## src/verilog/tcb_params.svh

```systemverilog
// Address map, field positions, reset values and fixed counts of the byte-accessed 16-bit counter.
`ifndef TCB_PARAMS_SVH
`define TCB_PARAMS_SVH

// Byte locations on the 8-bit register port.
`define TCB_ADDR_CNT_LO 4'h0
`define TCB_ADDR_CNT_HI 4'h1
`define TCB_ADDR_CTRL_A 4'h2
`define TCB_ADDR_CTRL_B 4'h3
`define TCB_ADDR_CMPA_LO 4'h4
`define TCB_ADDR_CMPA_HI 4'h5
`define TCB_ADDR_CMPB_LO 4'h6
`define TCB_ADDR_CMPB_HI 4'h7
`define TCB_ADDR_CAP_LO 4'h8
`define TCB_ADDR_CAP_HI 4'h9
`define TCB_ADDR_STATUS 4'ha

// Field positions.
`define TCB_CTRLA_WGM_LSB 0
`define TCB_CTRLB_CS_LSB 0
`define TCB_CTRLB_WGM_LSB 3
`define TCB_STATUS_OVF_BIT 0

// Reset values and fixed top values.
`define TCB_RST_BYTE 8'h00
`define TCB_RST_WORD 16'h0000
`define TCB_MAX 16'hffff
`define TCB_TOP_8BIT 16'h00ff
`define TCB_TOP_9BIT 16'h01ff
`define TCB_TOP_10BIT 16'h03ff
`define TCB_ONE 16'h0001

`endif

```

## src/verilog/tcb_pkg.sv

```systemverilog
// Types shared by the byte-accessed 16-bit counter.
package tcb_pkg;

  // One access on the 8-bit register port; rd and wr are one-cycle strobes.
  typedef struct packed {
    logic wr;
    logic rd;
    logic [3:0] addr;
    logic [7:0] data;
  } tcb_bus_t;

  typedef enum logic [1:0] {
    TOP_FIXED = 2'b00,
    TOP_CMPA = 2'b01,
    TOP_CAP = 2'b10
  } tcb_top_sel_t;

  typedef enum logic [1:0] {
    OVF_AT_MAX = 2'b00,
    OVF_AT_TOP = 2'b01,
    OVF_AT_BOTTOM = 2'b10
  } tcb_ovf_sel_t;

  // Counting behaviour decoded from the four waveform mode bits.
  typedef struct packed {
    tcb_top_sel_t topSel;
    logic [15:0] fixedTop;
    logic upDown;
    logic clearAtTop;
    tcb_ovf_sel_t ovfSel;
  } tcb_mode_t;

endpackage : tcb_pkg

```

## src/verilog/tcb_counter16.sv

```systemverilog
// Byte-accessed 16-bit up/down counter with shared high-byte holding register.
`timescale 1ns/1ps
`include "tcb_params.svh"

////////////////////////////////////////////////////////////////////////////////
module tcb_counter16 (
  input wire logic clock,
  input wire logic reset_n,
  input wire tcb_pkg::tcb_bus_t bus,
  input wire logic [3:0] prescaleTick,
  input wire logic extTickPin,
  output logic [7:0] rdData,
  output logic [15:0] countValue,
  output logic atTop,
  output logic atBottom,
  output logic overflowIrq
);

  ////////////////////////////////////////////////////////////////////////////////
  // Reset release through two flip-flops.
  logic rstMeta_q;
  logic rstSync_q;

  always_ff @(posedge clock or negedge reset_n) begin
    if (!reset_n) begin
      rstMeta_q <= 1'b0;
      rstSync_q <= 1'b0;
    end else begin
      rstMeta_q <= 1'b1;
      rstSync_q <= rstMeta_q;
    end
  end

  ////////////////////////////////////////////////////////////////////////////////
  // Mode decoding.
  function automatic tcb_pkg::tcb_mode_t decodeMode(input logic [3:0] wgm);
    tcb_pkg::tcb_mode_t m;
    m.topSel = tcb_pkg::TOP_FIXED;
    m.fixedTop = `TCB_MAX;
    m.upDown = 1'b0;
    m.clearAtTop = 1'b0;
    m.ovfSel = tcb_pkg::OVF_AT_MAX;
    case (wgm)
      4'h1, 4'h5: m.fixedTop = `TCB_TOP_8BIT;
      4'h2, 4'h6: m.fixedTop = `TCB_TOP_9BIT;
      4'h3, 4'h7: m.fixedTop = `TCB_TOP_10BIT;
      4'h4, 4'h9, 4'hb, 4'hf: m.topSel = tcb_pkg::TOP_CMPA;
      4'h8, 4'ha, 4'hc, 4'he: m.topSel = tcb_pkg::TOP_CAP;
      default: m.fixedTop = `TCB_MAX;
    endcase
    case (wgm)
      4'h1, 4'h2, 4'h3, 4'h8, 4'h9, 4'ha, 4'hb: begin
        m.upDown = 1'b1;
        m.ovfSel = tcb_pkg::OVF_AT_BOTTOM;
      end
      4'h5, 4'h6, 4'h7, 4'he, 4'hf: begin
        m.clearAtTop = 1'b1;
        m.ovfSel = tcb_pkg::OVF_AT_TOP;
      end
      4'h4, 4'hc: m.clearAtTop = 1'b1;
      default: m.clearAtTop = 1'b0;
    endcase
    return m;
  endfunction : decodeMode

  ////////////////////////////////////////////////////////////////////////////////
  // Register state.
  logic [15:0] count_q, count_d;
  logic [7:0] temp_q, temp_d;
  logic [7:0] ctrlA_q, ctrlA_d;
  logic [7:0] ctrlB_q, ctrlB_d;
  logic [15:0] cmpA_q, cmpA_d;
  logic [15:0] cmpB_q, cmpB_d;
  logic [15:0] cap_q, cap_d;
  logic ovfFlag_q, ovfFlag_d;
  logic dirDown_q, dirDown_d;
  logic extPrev_q;
  logic [7:0] rdData_q, rdData_d;
  logic atTop_q, atTop_d;
  logic atBottom_q, atBottom_d;

  logic [3:0] wgm;
  logic [2:0] tickSel;
  tcb_pkg::tcb_mode_t mode;
  logic [15:0] topVal;
  logic tick;
  logic cntWrite;
  logic clearNow;
  logic ovfEvent;

  assign wgm = {ctrlB_q[`TCB_CTRLB_WGM_LSB +: 2], ctrlA_q[`TCB_CTRLA_WGM_LSB +: 2]};
  assign tickSel = ctrlB_q[`TCB_CTRLB_CS_LSB +: 3];
  assign mode = decodeMode(wgm);
  assign cntWrite = bus.wr && (bus.addr == `TCB_ADDR_CNT_LO);

  always_comb begin
    case (mode.topSel)
      tcb_pkg::TOP_CMPA: topVal = cmpA_q;
      tcb_pkg::TOP_CAP: topVal = cap_q;
      default: topVal = mode.fixedTop;
    endcase
  end

  // The prescaler lives outside; its taps arrive as one-cycle pulses on the system clock.
  always_comb begin
    case (tickSel)
      3'h0: tick = 1'b0;
      3'h1: tick = 1'b1;
      3'h2: tick = prescaleTick[0];
      3'h3: tick = prescaleTick[1];
      3'h4: tick = prescaleTick[2];
      3'h5: tick = prescaleTick[3];
      3'h6: tick = extPrev_q && !extTickPin;
      3'h7: tick = !extPrev_q && extTickPin;
      default: tick = 1'b0;
    endcase
  end

  ////////////////////////////////////////////////////////////////////////////////
  // Next-state logic for counter, holding register and control registers.
  always_comb begin
    count_d = count_q;
    dirDown_d = dirDown_q;
    temp_d = temp_q;
    ctrlA_d = ctrlA_q;
    ctrlB_d = ctrlB_q;
    cmpA_d = cmpA_q;
    cmpB_d = cmpB_q;
    cap_d = cap_q;
    ovfFlag_d = ovfFlag_q;
    clearNow = 1'b0;
    ovfEvent = 1'b0;
    rdData_d = 8'h00;

    if (tick) begin
      if (mode.upDown) begin
        if (!dirDown_q && count_q >= topVal) begin
          dirDown_d = 1'b1;
          count_d = 16'(count_q - `TCB_ONE);
        end else if (dirDown_q && count_q == `TCB_RST_WORD) begin
          dirDown_d = 1'b0;
          count_d = 16'(count_q + `TCB_ONE);
          ovfEvent = (mode.ovfSel == tcb_pkg::OVF_AT_BOTTOM);
        end else begin
          count_d = dirDown_q ? 16'(count_q - `TCB_ONE) : 16'(count_q + `TCB_ONE);
        end
      end else if (mode.clearAtTop && count_q == topVal) begin
        clearNow = 1'b1;
        count_d = `TCB_RST_WORD;
        dirDown_d = 1'b0;
        ovfEvent = (mode.ovfSel == tcb_pkg::OVF_AT_TOP) || (count_q == `TCB_MAX);
      end else begin
        count_d = 16'(count_q + `TCB_ONE);
        dirDown_d = 1'b0;
        ovfEvent = (count_q == `TCB_MAX);
      end
    end

    // Reads are served regardless of whether ticks run.
    if (bus.rd) begin
      case (bus.addr)
        `TCB_ADDR_CNT_LO: begin
          rdData_d = count_q[7:0];
          temp_d = count_q[15:8];
        end
        `TCB_ADDR_CNT_HI: rdData_d = temp_q;
        `TCB_ADDR_CTRL_A: rdData_d = ctrlA_q;
        `TCB_ADDR_CTRL_B: rdData_d = ctrlB_q;
        `TCB_ADDR_CMPA_LO: rdData_d = cmpA_q[7:0];
        `TCB_ADDR_CMPA_HI: rdData_d = cmpA_q[15:8];
        `TCB_ADDR_CMPB_LO: rdData_d = cmpB_q[7:0];
        `TCB_ADDR_CMPB_HI: rdData_d = cmpB_q[15:8];
        `TCB_ADDR_CAP_LO: begin
          rdData_d = cap_q[7:0];
          temp_d = cap_q[15:8];
        end
        `TCB_ADDR_CAP_HI: rdData_d = temp_q;
        `TCB_ADDR_STATUS: rdData_d = {7'h00, ovfFlag_q};
        default: rdData_d = 8'h00;
      endcase
    end

    // A write to any upper byte only parks the value; the lower-byte write commits both halves.
    if (bus.wr) begin
      case (bus.addr)
        `TCB_ADDR_CNT_LO: begin
          count_d = {temp_q, bus.data};
          dirDown_d = dirDown_q;
        end
        `TCB_ADDR_CNT_HI, `TCB_ADDR_CMPA_HI, `TCB_ADDR_CMPB_HI, `TCB_ADDR_CAP_HI: begin
          temp_d = bus.data;
        end
        `TCB_ADDR_CTRL_A: ctrlA_d = bus.data;
        `TCB_ADDR_CTRL_B: ctrlB_d = bus.data;
        `TCB_ADDR_CMPA_LO: cmpA_d = {temp_q, bus.data};
        `TCB_ADDR_CMPB_LO: cmpB_d = {temp_q, bus.data};
        `TCB_ADDR_CAP_LO: cap_d = {temp_q, bus.data};
        `TCB_ADDR_STATUS: begin
          if (bus.data[`TCB_STATUS_OVF_BIT]) begin
            ovfFlag_d = 1'b0;
          end
        end
        default: ctrlA_d = ctrlA_q;
      endcase
    end

    // A new overflow in the clearing cycle must not be lost, so the set comes last.
    if (ovfEvent && !cntWrite) begin
      ovfFlag_d = 1'b1;
    end

    atTop_d = (count_d == topVal);
    atBottom_d = (count_d == `TCB_RST_WORD);
  end

  always_ff @(posedge clock or negedge rstSync_q) begin
    if (!rstSync_q) begin
      count_q <= `TCB_RST_WORD;
      temp_q <= `TCB_RST_BYTE;
      ovfFlag_q <= 1'b0;
      dirDown_q <= 1'b0;
      ctrlA_q <= `TCB_RST_BYTE;
      ctrlB_q <= `TCB_RST_BYTE;
      cmpA_q <= `TCB_RST_WORD;
      cmpB_q <= `TCB_RST_WORD;
      cap_q <= `TCB_RST_WORD;
      extPrev_q <= 1'b0;
      rdData_q <= 8'h00;
      atTop_q <= 1'b0;
      atBottom_q <= 1'b1;
    end else begin
      count_q <= count_d;
      temp_q <= temp_d;
      ovfFlag_q <= ovfFlag_d;
      dirDown_q <= dirDown_d;
      ctrlA_q <= ctrlA_d;
      ctrlB_q <= ctrlB_d;
      cmpA_q <= cmpA_d;
      cmpB_q <= cmpB_d;
      cap_q <= cap_d;
      extPrev_q <= extTickPin;
      rdData_q <= rdData_d;
      atTop_q <= atTop_d;
      atBottom_q <= atBottom_d;
    end
  end

  assign rdData = rdData_q;
  assign countValue = count_q;
  assign atTop = atTop_q;
  assign atBottom = atBottom_q;
  assign overflowIrq = ovfFlag_q;
endmodule : tcb_counter16

```

## config.mk

```make
export PLATFORM = sky130hd
export DESIGN_NAME = tcb_counter16
export DESIGN_NICKNAME = d
export VERILOG_FILES = /design/src/verilog/tcb_pkg.sv /design/src/verilog/tcb_counter16.sv
export VERILOG_INCLUDE_DIRS = /design/src /design/src/verilog
export SDC_FILE = /design/constraint.sdc
export NUM_CORES = 1
export LEC_CHECK = 0
export ABC_AREA = 1
export BUFFER_PORTS_ARGS = -buffer_cell sky130_fd_sc_hd__buf_2
export CAP_MARGIN = 5
export CORE_ASPECT_RATIO = 1.25
export CORE_MARGIN = 4
export CORE_UTILIZATION = 57
export CTS_BUF_LIST = sky130_fd_sc_hd__clkbuf_8
export CTS_CLUSTER_SIZE = 28
export DETAILED_ROUTE_END_ITERATION = 6
export MAX_ROUTING_LAYER = met4
export PLACE_DENSITY = 0.85
export SYNTH_ARGS = -nofsm -noshare
export SYNTH_HDL_FRONTEND = slang
export SYNTH_SLANG_ARGS = --single-unit
```

## constraint.sdc

```tcl
create_clock -name clock -period 2.8 [get_ports clock]
set_input_delay 0.28 -clock clock [delete_from_list [all_inputs] [get_ports clock]]
set_output_delay 0.28 -clock clock [all_outputs]
set_load 0.05 [all_outputs]
```

==> run_summary.xml, run 1 <==
<?xml version="1.0" encoding="UTF-8"?>
<metrics>
  <group name="floorplan">
    <metric name="num_io_pins" unit="">48</metric>
    <metric name="core.rowCount" unit="">44</metric>
    <metric name="die_height" unit="um">130.2</metric>
    <metric name="core_region_area" unit="sq um">11670</metric>
    <metric name="initial_utilization" unit="">0.5837</metric>
    <metric name="die_w" unit="um">105.8</metric>
    <metric name="die-area" unit="sq um">13780</metric>
  </group>
  <group name="synth">
    <metric name="synthesis.instances" unit="">976</metric>
    <metric name="yosysUniqueCellTypes" unit="">41</metric>
    <metric name="yosysSeqAreaShare" unit="">0.3785</metric>
    <metric name="mappedNetlistArea" unit="sq um">6813</metric>
    <metric name="yosys.area.top_type_share" unit="">0.3747</metric>
    <metric name="synth_nets" unit="">1017</metric>
    <metric name="synth_top_cells_by_area" unit="">sky130_fd_sc_hd__dfrtp_1, sky130_fd_sc_hd__nand2_1, sky130_fd_sc_hd__o21ai_0, sky130_fd_sc_hd__inv_1, sky130_fd_sc_hd__nand3_1</metric>
    <metric name="ys.warnings.count" unit="">0</metric>
    <metric name="number_of_register_bits_inferred_by_synthesis" unit="">103</metric>
    <metric name="synthDominantAreaCellType" unit="">sky130_fd_sc_hd__dfrtp_1</metric>
    <metric name="syn-mean-instance-area" unit="sq um">6.980</metric>
  </group>
  <group name="detailed_routing">
    <metric name="drt_iter0_markers" unit="">1033</metric>
    <metric name="detail_route.first_pass.iterations" unit="">7</metric>
    <metric name="drtAntennaViolNets" unit="">0</metric>
    <metric name="vias_per_cell" unit="">6.018</metric>
    <metric name="routed_wl" unit="mm">23.56</metric>
    <metric name="num_vias" unit="">7625</metric>
    <metric name="routed_length_per_instance" unit="um">18.60</metric>
    <metric name="route.detailed.drc" unit="">0</metric>
  </group>
  <group name="critical_path">
    <metric name="timing.setup.critical_path_class" unit="">reg2reg</metric>
    <metric name="worst_path_max_delay_cell" unit="">sky130_fd_sc_hd__dfrtp_2</metric>
    <metric name="worst-endpoint-required" unit="ns">3.13</metric>
    <metric name="timing.critical_path.arrival" unit="ns">4.20</metric>
    <metric name="reg2reg_depth" unit="">32</metric>
    <metric name="worst_setup_path_start_kind" unit="">flip-flop</metric>
    <metric name="worstPathMaxFanout" unit="">7</metric>
    <metric name="cpPeakStageDelay" unit="ns">0.45</metric>
    <metric name="crit_top_cell" unit="">sky130_fd_sc_hd__nand2_1</metric>
    <metric name="crit_path_end_kind" unit="">flip-flop</metric>
  </group>
  <group name="layout">
    <metric name="nFillCells" unit="">924</metric>
    <metric name="final_cell_mix" unit="">sky130_fd_sc_hd__nand2_1, sky130_fd_sc_hd__inv_1, sky130_fd_sc_hd__dfrtp_1</metric>
    <metric name="final_util" unit="">0.7266</metric>
    <metric name="post_route_cells_drive_above_1_share" unit="">0.2441</metric>
    <metric name="area_delta_synth_final" unit="%">24.48</metric>
    <metric name="mostFrequentLayoutCell" unit="">sky130_fd_sc_hd__nand2_1</metric>
    <metric name="finalNetCount" unit="">1142</metric>
    <metric name="diodes" unit="">0</metric>
  </group>
  <group name="placed_design">
    <metric name="io_buffers" unit="">47</metric>
    <metric name="gp_congestion" unit="">1.023</metric>
    <metric name="hpwl" unit="mm">16.24</metric>
  </group>
  <group name="sta">
    <metric name="timing_max_transition_violations_final" unit="">0</metric>
    <metric name="timing.final.setup_violations" unit="">20</metric>
    <metric name="fmax" unit="MHz">258.5</metric>
    <metric name="setup_repair_after_global_routing_missed_its_margin" unit="">true</metric>
    <metric name="worst_clock_skew" unit="ns">0.01770</metric>
    <metric name="final.setup.worst_slack" unit="ns">-1.069</metric>
    <metric name="period_minus_slack" unit="ns">3.869</metric>
    <metric name="fin_setup_tns" unit="ns">-12.11</metric>
    <metric name="slew-limit-headroom" unit="">0.3881</metric>
    <metric name="worst-slew-pin-transition" unit="ns">0.9156</metric>
    <metric name="fin_crit_sh" unit="">1.382</metric>
    <metric name="final-hold-violation-count" unit="">0</metric>
  </group>
  <group name="run">
    <metric name="maxCapViolations" unit="">0</metric>
  </group>
  <group name="power_and_ir_drop">
    <metric name="power_density" unit="nW/um^2">1108</metric>
    <metric name="power.static_leakage" unit="nW">4.420</metric>
    <metric name="max-vdd-ir-drop" unit="uV">587.8</metric>
    <metric name="total_power" unit="mW">9.400</metric>
  </group>
  <group name="run_status">
    <metric name="failed_checks" unit="">negative setup slack</metric>
    <metric name="outcome" unit="">complete, but fails checks</metric>
  </group>
  <group name="clocking">
    <metric name="clk_latency" unit="ns">0.39</metric>
    <metric name="h-tree-depth" unit="">3</metric>
    <metric name="clock_sink_count" unit="">103</metric>
    <metric name="cts.reportedPaths.clkPinSlew" unit="ns">0.10</metric>
    <metric name="clock_tree_from_tritoncts" unit="">done</metric>
    <metric name="cts-root-to-sink-buffers" unit="">2</metric>
    <metric name="cts_root_buf" unit="">sky130_fd_sc_hd__clkbuf_8</metric>
    <metric name="tritoncts.num_buffers" unit="">9</metric>
  </group>
  <group name="min_path">
    <metric name="holdPathStages" unit="">1</metric>
    <metric name="timing.hold.worst.class" unit="">in2reg</metric>
  </group>
  <group name="global_routing">
    <metric name="grt_start_max_net_pins" unit="">54</metric>
    <metric name="global_route.usage.total" unit="">0.3415</metric>
    <metric name="grt_overflow" unit="">0</metric>
    <metric name="antenna_found_initial" unit="">0</metric>
    <metric name="first_pass_grt_wire_length" unit="mm">35.75</metric>
    <metric name="via_count_of_the_first_global_routing_pass" unit="">6943</metric>
  </group>
</metrics>
## what timing repair did
action                     CTS  global route
hold buffers                 1             0
resized for setup           37            29
pin swaps                   19            39
setup buffers               15            17
hold endpoints to repair     2             0
setup endpoints to repair   20            20
cloned                       1             0
## worst max-delay path: cells and delay by family, from the launching register on
| family | cells | cell delay (ns) |
|---|---|---|
| simple gates | 25 | 2.15 |
| fa+ha+maj | 2 | 0.59 |
| flops | 1 | 0.45 |
| compound gates | 2 | 0.36 |
| buf+inv | 3 | 0.27 |
## cell families after synthesis
group | Yosys count | share of synthesized area
XOR/XNOR | 23 | 0.02957
AND/OR/NAND/NOR | 503 | 0.3107
flip-flops | 103 | 0.3785
AO/OA/AOI/OAI | 168 | 0.1511
adder cells (fa/ha/maj) | 20 | 0.03673
other | 1 | 0.0005504
buffers and inverters | 158 | 0.09275
## path summary, 6_finish.rpt
check,slack [ns],startpoint,end
hold / removal,0.03,extTickPin,extPrev_q
setup / recovery,-1.07,ctrlA_q[0],atTop
hold reg to reg,0.36,rstMeta_q,rstSync_q
setup reg to reg,-1.07,ctrlA_q[0],atTop
min in group asynchronous,0.21,reset_n,rstSync_q
max in group asynchronous,1.67,rstSync_q,atBottom
## synthesized netlist by cell type, drive strengths merged
cell type,n
dfrtp,102
inv,119
o22ai,3
a22o,4
nand3b,5
conb,1
a21oi,15
nor3,10
o21ai,100
xnor2,1
dfstp,1
nand4,9
a41oi,1
nand2,348
o221ai,1
o2111ai,4
a32oi,1
buf,13
xor2,22
nor2,76
a22oi,3
nand3,55
clkinv,2
o211ai,5
a221oi,21
a221o,8
ha,20
a21o,2
clkbuf,24
## sequential cells by signal (all words and copies together) (netlist names)
name and flops:
cmpB_q 16, countValue 16, temp_q 8, rstSync_q 1, dirDown_q 1, cap_q 16, rdData 8, atBottom 1
cmpA_q 16, ctrlB_q 8, rstMeta_q 1, extPrev_q 1, overflowIrq 1, ctrlA_q 8, atTop 1
## area by class of cell
| cell class | count | area [sq um] | share of cell area |
|---|---|---|---|
| inverter | 121 | 466.7 | 0.05503 |
| timing repair inverter | 1 | 8.758 | 0.001033 |
| tap | 161 | 201.4 | 0.02375 |
| timing repair buffer | 150 | 1092 | 0.1288 |
| clock inverter | 5 | 72.57 | 0.008557 |
| multi-input combinational | 715 | 3902 | 0.4602 |
| clock buffer | 11 | 151.4 | 0.01785 |
| sequential | 103 | 2585 | 0.3048 |
## routing by layer
layer | GRT usage | wire length [um] | vias to the layer above
met5 | - | 0 | -
met4 | 0.1738 | 1679 | 0
met3 | 0.05195 | 2327 | 160
met2 | 0.5574 | 11060 | 534
met1 | 0.4150 | 8498 | 3522
li1 | - | - | 3409
## stage by stage
step / std cells / area (sq um) / hold WS (ns) / setup slack, ns
global route: 1267 / 8481 / 0.02402 / -1.235
global placement: 1217 / 7754 / 0.06548 / -0.7901
floorplan: 976 / 7000 / -0.01559 / -0.4748
finish: 1267 / 8481 / 0.03421 / -1.069
detailed placement: 1217 / 7754 / 0.06516 / -0.8858
CTS: 1250 / 8229 / 0.02489 / -0.8113
## power by group
group	internal, mW	switching [mW]
clock	0.545	0.513
combinational	2.35	3.74
sequential	1.88	0.380
total	4.77	4.63
No activity file was read; power rests on OpenSTA's default activity.
==> run 2, diff against run 1 <==
--- a/config.mk
+++ b/config.mk
@@ -10,7 +10,7 @@
 export BUFFER_PORTS_ARGS = -buffer_cell sky130_fd_sc_hd__buf_2
 export CAP_MARGIN = 5
 export CORE_ASPECT_RATIO = 1.25
-export CORE_MARGIN = 4
+export CORE_MARGIN = 5
 export CORE_UTILIZATION = 57
 export CTS_BUF_LIST = sky130_fd_sc_hd__clkbuf_8
 export CTS_CLUSTER_SIZE = 28
==> constraint.sdc (replaced) <==
create_clock -name clock -period 2.8 [get_ports clock]
set_input_delay 0.28 -clock clock [delete_from_list [all_inputs] [get_ports clock]]
set_output_delay 0.28 -clock clock [all_outputs]
set_load 0.005 [all_outputs]
==> run 2 against run 1 <==
Effect of this change:
- the run ends with design-rule violations, negative setup slack left
- sequential share of layout area decreased by 0.19 points
- cell count increased by 1.0%
- register-to-register slack improved by 0.04 ns
- clock skew decreased by 0.0064 ns
- wire length about the same
- total power decreased by 6.4%
- fmax increased by 1.1%
- combinational power decreased by 7.2%
- sequential power about the same
- first-iteration DRC count decreased by 15%
- utilization increased by 0.46 points
- largest cell class unchanged
- largest power group unchanged
==> run_summary.xml, run 2 (same netlist as run 1, synthesis figures left out) <==
<?xml version="1.0" encoding="UTF-8"?>
<metrics>
  <group name="clocking">
    <metric name="tritoncts.num_buffers" unit="">9</metric>
    <metric name="clock_tree_from_tritoncts" unit="">done</metric>
    <metric name="cts_root_buf" unit="">sky130_fd_sc_hd__clkbuf_8</metric>
    <metric name="clk_latency" unit="ns">0.39</metric>
    <metric name="cts-root-to-sink-buffers" unit="">2</metric>
    <metric name="cts.reportedPaths.clkPinSlew" unit="ns">0.10</metric>
    <metric name="h-tree-depth" unit="">3</metric>
    <metric name="clock_sink_count" unit="">103</metric>
  </group>
  <group name="critical_path">
    <metric name="worst_path_max_delay_cell" unit="">sky130_fd_sc_hd__dfrtp_2</metric>
    <metric name="crit-reg2reg-launch" unit="">ctrlA_q[1]</metric>
    <metric name="crit_path_end_kind" unit="">flip-flop</metric>
    <metric name="reg2reg_depth" unit="">30</metric>
    <metric name="worstReg2RegEnd" unit="">atTop</metric>
    <metric name="timing.critical_path.arrival" unit="ns">4.15</metric>
    <metric name="worst_setup_path_start_kind" unit="">flip-flop</metric>
    <metric name="timing.reg2reg.setup_slack" unit="ns">-1.03</metric>
    <metric name="worst-endpoint-required" unit="ns">3.12</metric>
    <metric name="crit_top_cell" unit="">sky130_fd_sc_hd__nand2_1</metric>
    <metric name="cpPeakStageDelay" unit="ns">0.45</metric>
    <metric name="timing.setup.critical_path_class" unit="">reg2reg</metric>
    <metric name="worstPathMaxFanout" unit="">8</metric>
  </group>
  <group name="detailed_routing">
    <metric name="num_vias" unit="">7623</metric>
    <metric name="vias_per_cell" unit="">5.955</metric>
    <metric name="drtAntennaViolNets" unit="">0</metric>
    <metric name="drt_iter0_markers" unit="">874</metric>
    <metric name="detail_route.first_pass.iterations" unit="">7</metric>
    <metric name="route.detailed.drc" unit="">2</metric>
    <metric name="routed_length_per_instance" unit="um">18.40</metric>
    <metric name="routed_wl" unit="mm">23.55</metric>
  </group>
  <group name="placed_design">
    <metric name="post-place-cells" unit="">1231</metric>
    <metric name="instance_area_at_placement" unit="sq um">7849</metric>
    <metric name="io_buffers" unit="">47</metric>
    <metric name="hpwl" unit="mm">16.68</metric>
    <metric name="gp_congestion" unit="">0.9860</metric>
  </group>
  <group name="min_path">
    <metric name="timing.hold.worst.class" unit="">in2reg</metric>
    <metric name="worst_hold_path.endpoint" unit="">extPrev_q</metric>
    <metric name="hold_start" unit="">extTickPin</metric>
    <metric name="holdPathStages" unit="">1</metric>
  </group>
  <group name="global_routing">
    <metric name="grt_start_max_net_pins" unit="">43</metric>
    <metric name="first_pass_grt_wire_length" unit="mm">35.98</metric>
    <metric name="antenna_found_initial" unit="">1</metric>
    <metric name="grt_overflow" unit="">0</metric>
    <metric name="via_count_of_the_first_global_routing_pass" unit="">7171</metric>
    <metric name="global_route.usage.total" unit="">0.3306</metric>
  </group>
  <group name="layout">
    <metric name="finalNetCount" unit="">1154</metric>
    <metric name="register_area" unit="sq um">2585</metric>
    <metric name="multi_input_area" unit="sq um">3902</metric>
    <metric name="post_layout_nonfiller_instances" unit="">1280</metric>
    <metric name="nFillCells" unit="">921</metric>
    <metric name="final_cell_mix" unit="">sky130_fd_sc_hd__nand2_1, sky130_fd_sc_hd__inv_1, sky130_fd_sc_hd__dfrtp_1</metric>
    <metric name="post_route_cells_drive_above_1_share" unit="">0.2603</metric>
    <metric name="mostFrequentLayoutCell" unit="">sky130_fd_sc_hd__nand2_1</metric>
    <metric name="final_design_area_no_fill" unit="sq um">8534</metric>
    <metric name="area_delta_synth_final" unit="%">25.27</metric>
  </group>
  <group name="sta">
    <metric name="fin_crit_sh" unit="">1.367</metric>
    <metric name="worst-slew-pin-transition" unit="ns">0.9082</metric>
    <metric name="timing_max_transition_violations_final" unit="">0</metric>
    <metric name="period_minus_slack" unit="ns">3.828</metric>
    <metric name="slew-limit-headroom" unit="">0.3930</metric>
    <metric name="timing.final.setup_violations" unit="">20</metric>
    <metric name="fmax" unit="MHz">261.2</metric>
    <metric name="final.setup.worst_slack" unit="ns">-1.028</metric>
    <metric name="final-hold-violation-count" unit="">0</metric>
    <metric name="worst_clock_skew" unit="ns">0.01135</metric>
    <metric name="setup_repair_after_global_routing_missed_its_margin" unit="">true</metric>
  </group>
  <group name="power_and_ir_drop">
    <metric name="power_density" unit="nW/um^2">1031</metric>
    <metric name="max-vdd-ir-drop" unit="uV">547.4</metric>
    <metric name="power.static_leakage" unit="nW">4.437</metric>
  </group>
  <group name="floorplan">
    <metric name="die_w" unit="um">107.8</metric>
    <metric name="die-area" unit="sq um">14250</metric>
    <metric name="num_io_pins" unit="">48</metric>
    <metric name="core_region_area" unit="sq um">11670</metric>
    <metric name="initial_utilization" unit="">0.5837</metric>
    <metric name="core.rowCount" unit="">44</metric>
    <metric name="die_height" unit="um">132.2</metric>
  </group>
  <group name="run_status">
    <metric name="outcome" unit="">complete, but fails checks</metric>
    <metric name="failed_checks" unit="">design-rule violations, negative setup slack</metric>
  </group>
  <group name="run">
    <metric name="maxCapViolations" unit="">0</metric>
  </group>
</metrics>
## run 2: changes by cell type in the layout (fill, tap and decap cells not counted), sizes merged
cell      before  now
clkbuf        11    9
buf          149  161
diode          0    1
bufinv         2    0
clkinvlp       0    1
clkinv         4    7
## run 2: critical path: cells and delay by family, from the launching register on
kind,cells,cell delay [ns]
flops,1,0.45
fa+ha+maj,2,0.48
simple gates,21,1.80
buf+inv,5,0.47
compound gates,2,0.53
## run 2: cell type report
| class | instances | share of cell area |
|---|---|---|
| Antenna cell | 1 | 0.0002932 |
| Tap cell | 161 | 0.02360 |
| Timing Repair Buffer | 162 | 0.1391 |
| Clock inverter | 7 | 0.006597 |
| Multi-Input combinational cell | 715 | 0.4573 |
| Clock buffer | 9 | 0.01451 |
| Timing Repair inverter | 1 | 0.001026 |
| Inverter | 121 | 0.05468 |
| Sequential cell | 103 | 0.3029 |
## run 2: routing by layer
metal | global-route usage | vias to the layer above | routed length, um | share of wire
met3 | 0.04606 | 147 | 2178 | 0.092
met1 | 0.3918 | 3514 | 8526 | 0.36
li1 | - | 3434 | - | -
met5 | - | - | 0 | 0
met2 | 0.5315 | 528 | 11250 | 0.48
met4 | 0.1944 | 0 | 1600 | 0.068
## run 2: worst max-delay path by stage
stage,startpoint,to,cells after the start
floorplan,ctrlA_q[0],atTop,34
global placement,ctrlA_q[0],atTop,32
detailed placement,ctrlA_q[0],atTop,32
CTS,ctrlA_q[1],atTop,32
global route,ctrlA_q[1],atTop,28
finish,ctrlA_q[1],atTop,30
## run 2: report_power, final
part           internal (mW)  switching [mW]  leakage (nW)
Clock                  0.333           0.561        0.0902
Sequential              1.88           0.389          1.27
Combinational           2.39            3.25          3.07
## run 2: timing repair
item / 4_1_cts / 5_1_grt
setup buffers: 21 / 10
hold endpoints to repair: 2 / 0
pin swaps: 24 / 26
cloned: 1 / 0
resized for setup: 37 / 44
setup endpoints to repair: 20 / 20
hold buffers: 1 / 0
## run 2: through the flow
| step | hold WS, ns | setup WS (ns) | setup TNS [ns] | power (mW) | utilization |
|---|---|---|---|---|---|
| 2_1_floorplan | -0.01559 | -0.4779 | -3.115 | 5.260 | - |
| 3_3_place_gp | 0.06617 | -0.8027 | -6.521 | 6.776 | 0.6725 |
| 3_5_place_dp | 0.06646 | -1.013 | -9.140 | 6.907 | 0.6725 |
| 4_1_cts | 0.02519 | -0.8944 | -8.401 | 8.206 | 0.7132 |
| 5_1_grt | 0.02785 | -1.216 | -14.34 | 9.418 | 0.7312 |
| 6_report | 0.03442 | -1.028 | -11.20 | 8.800 | 0.7312 |
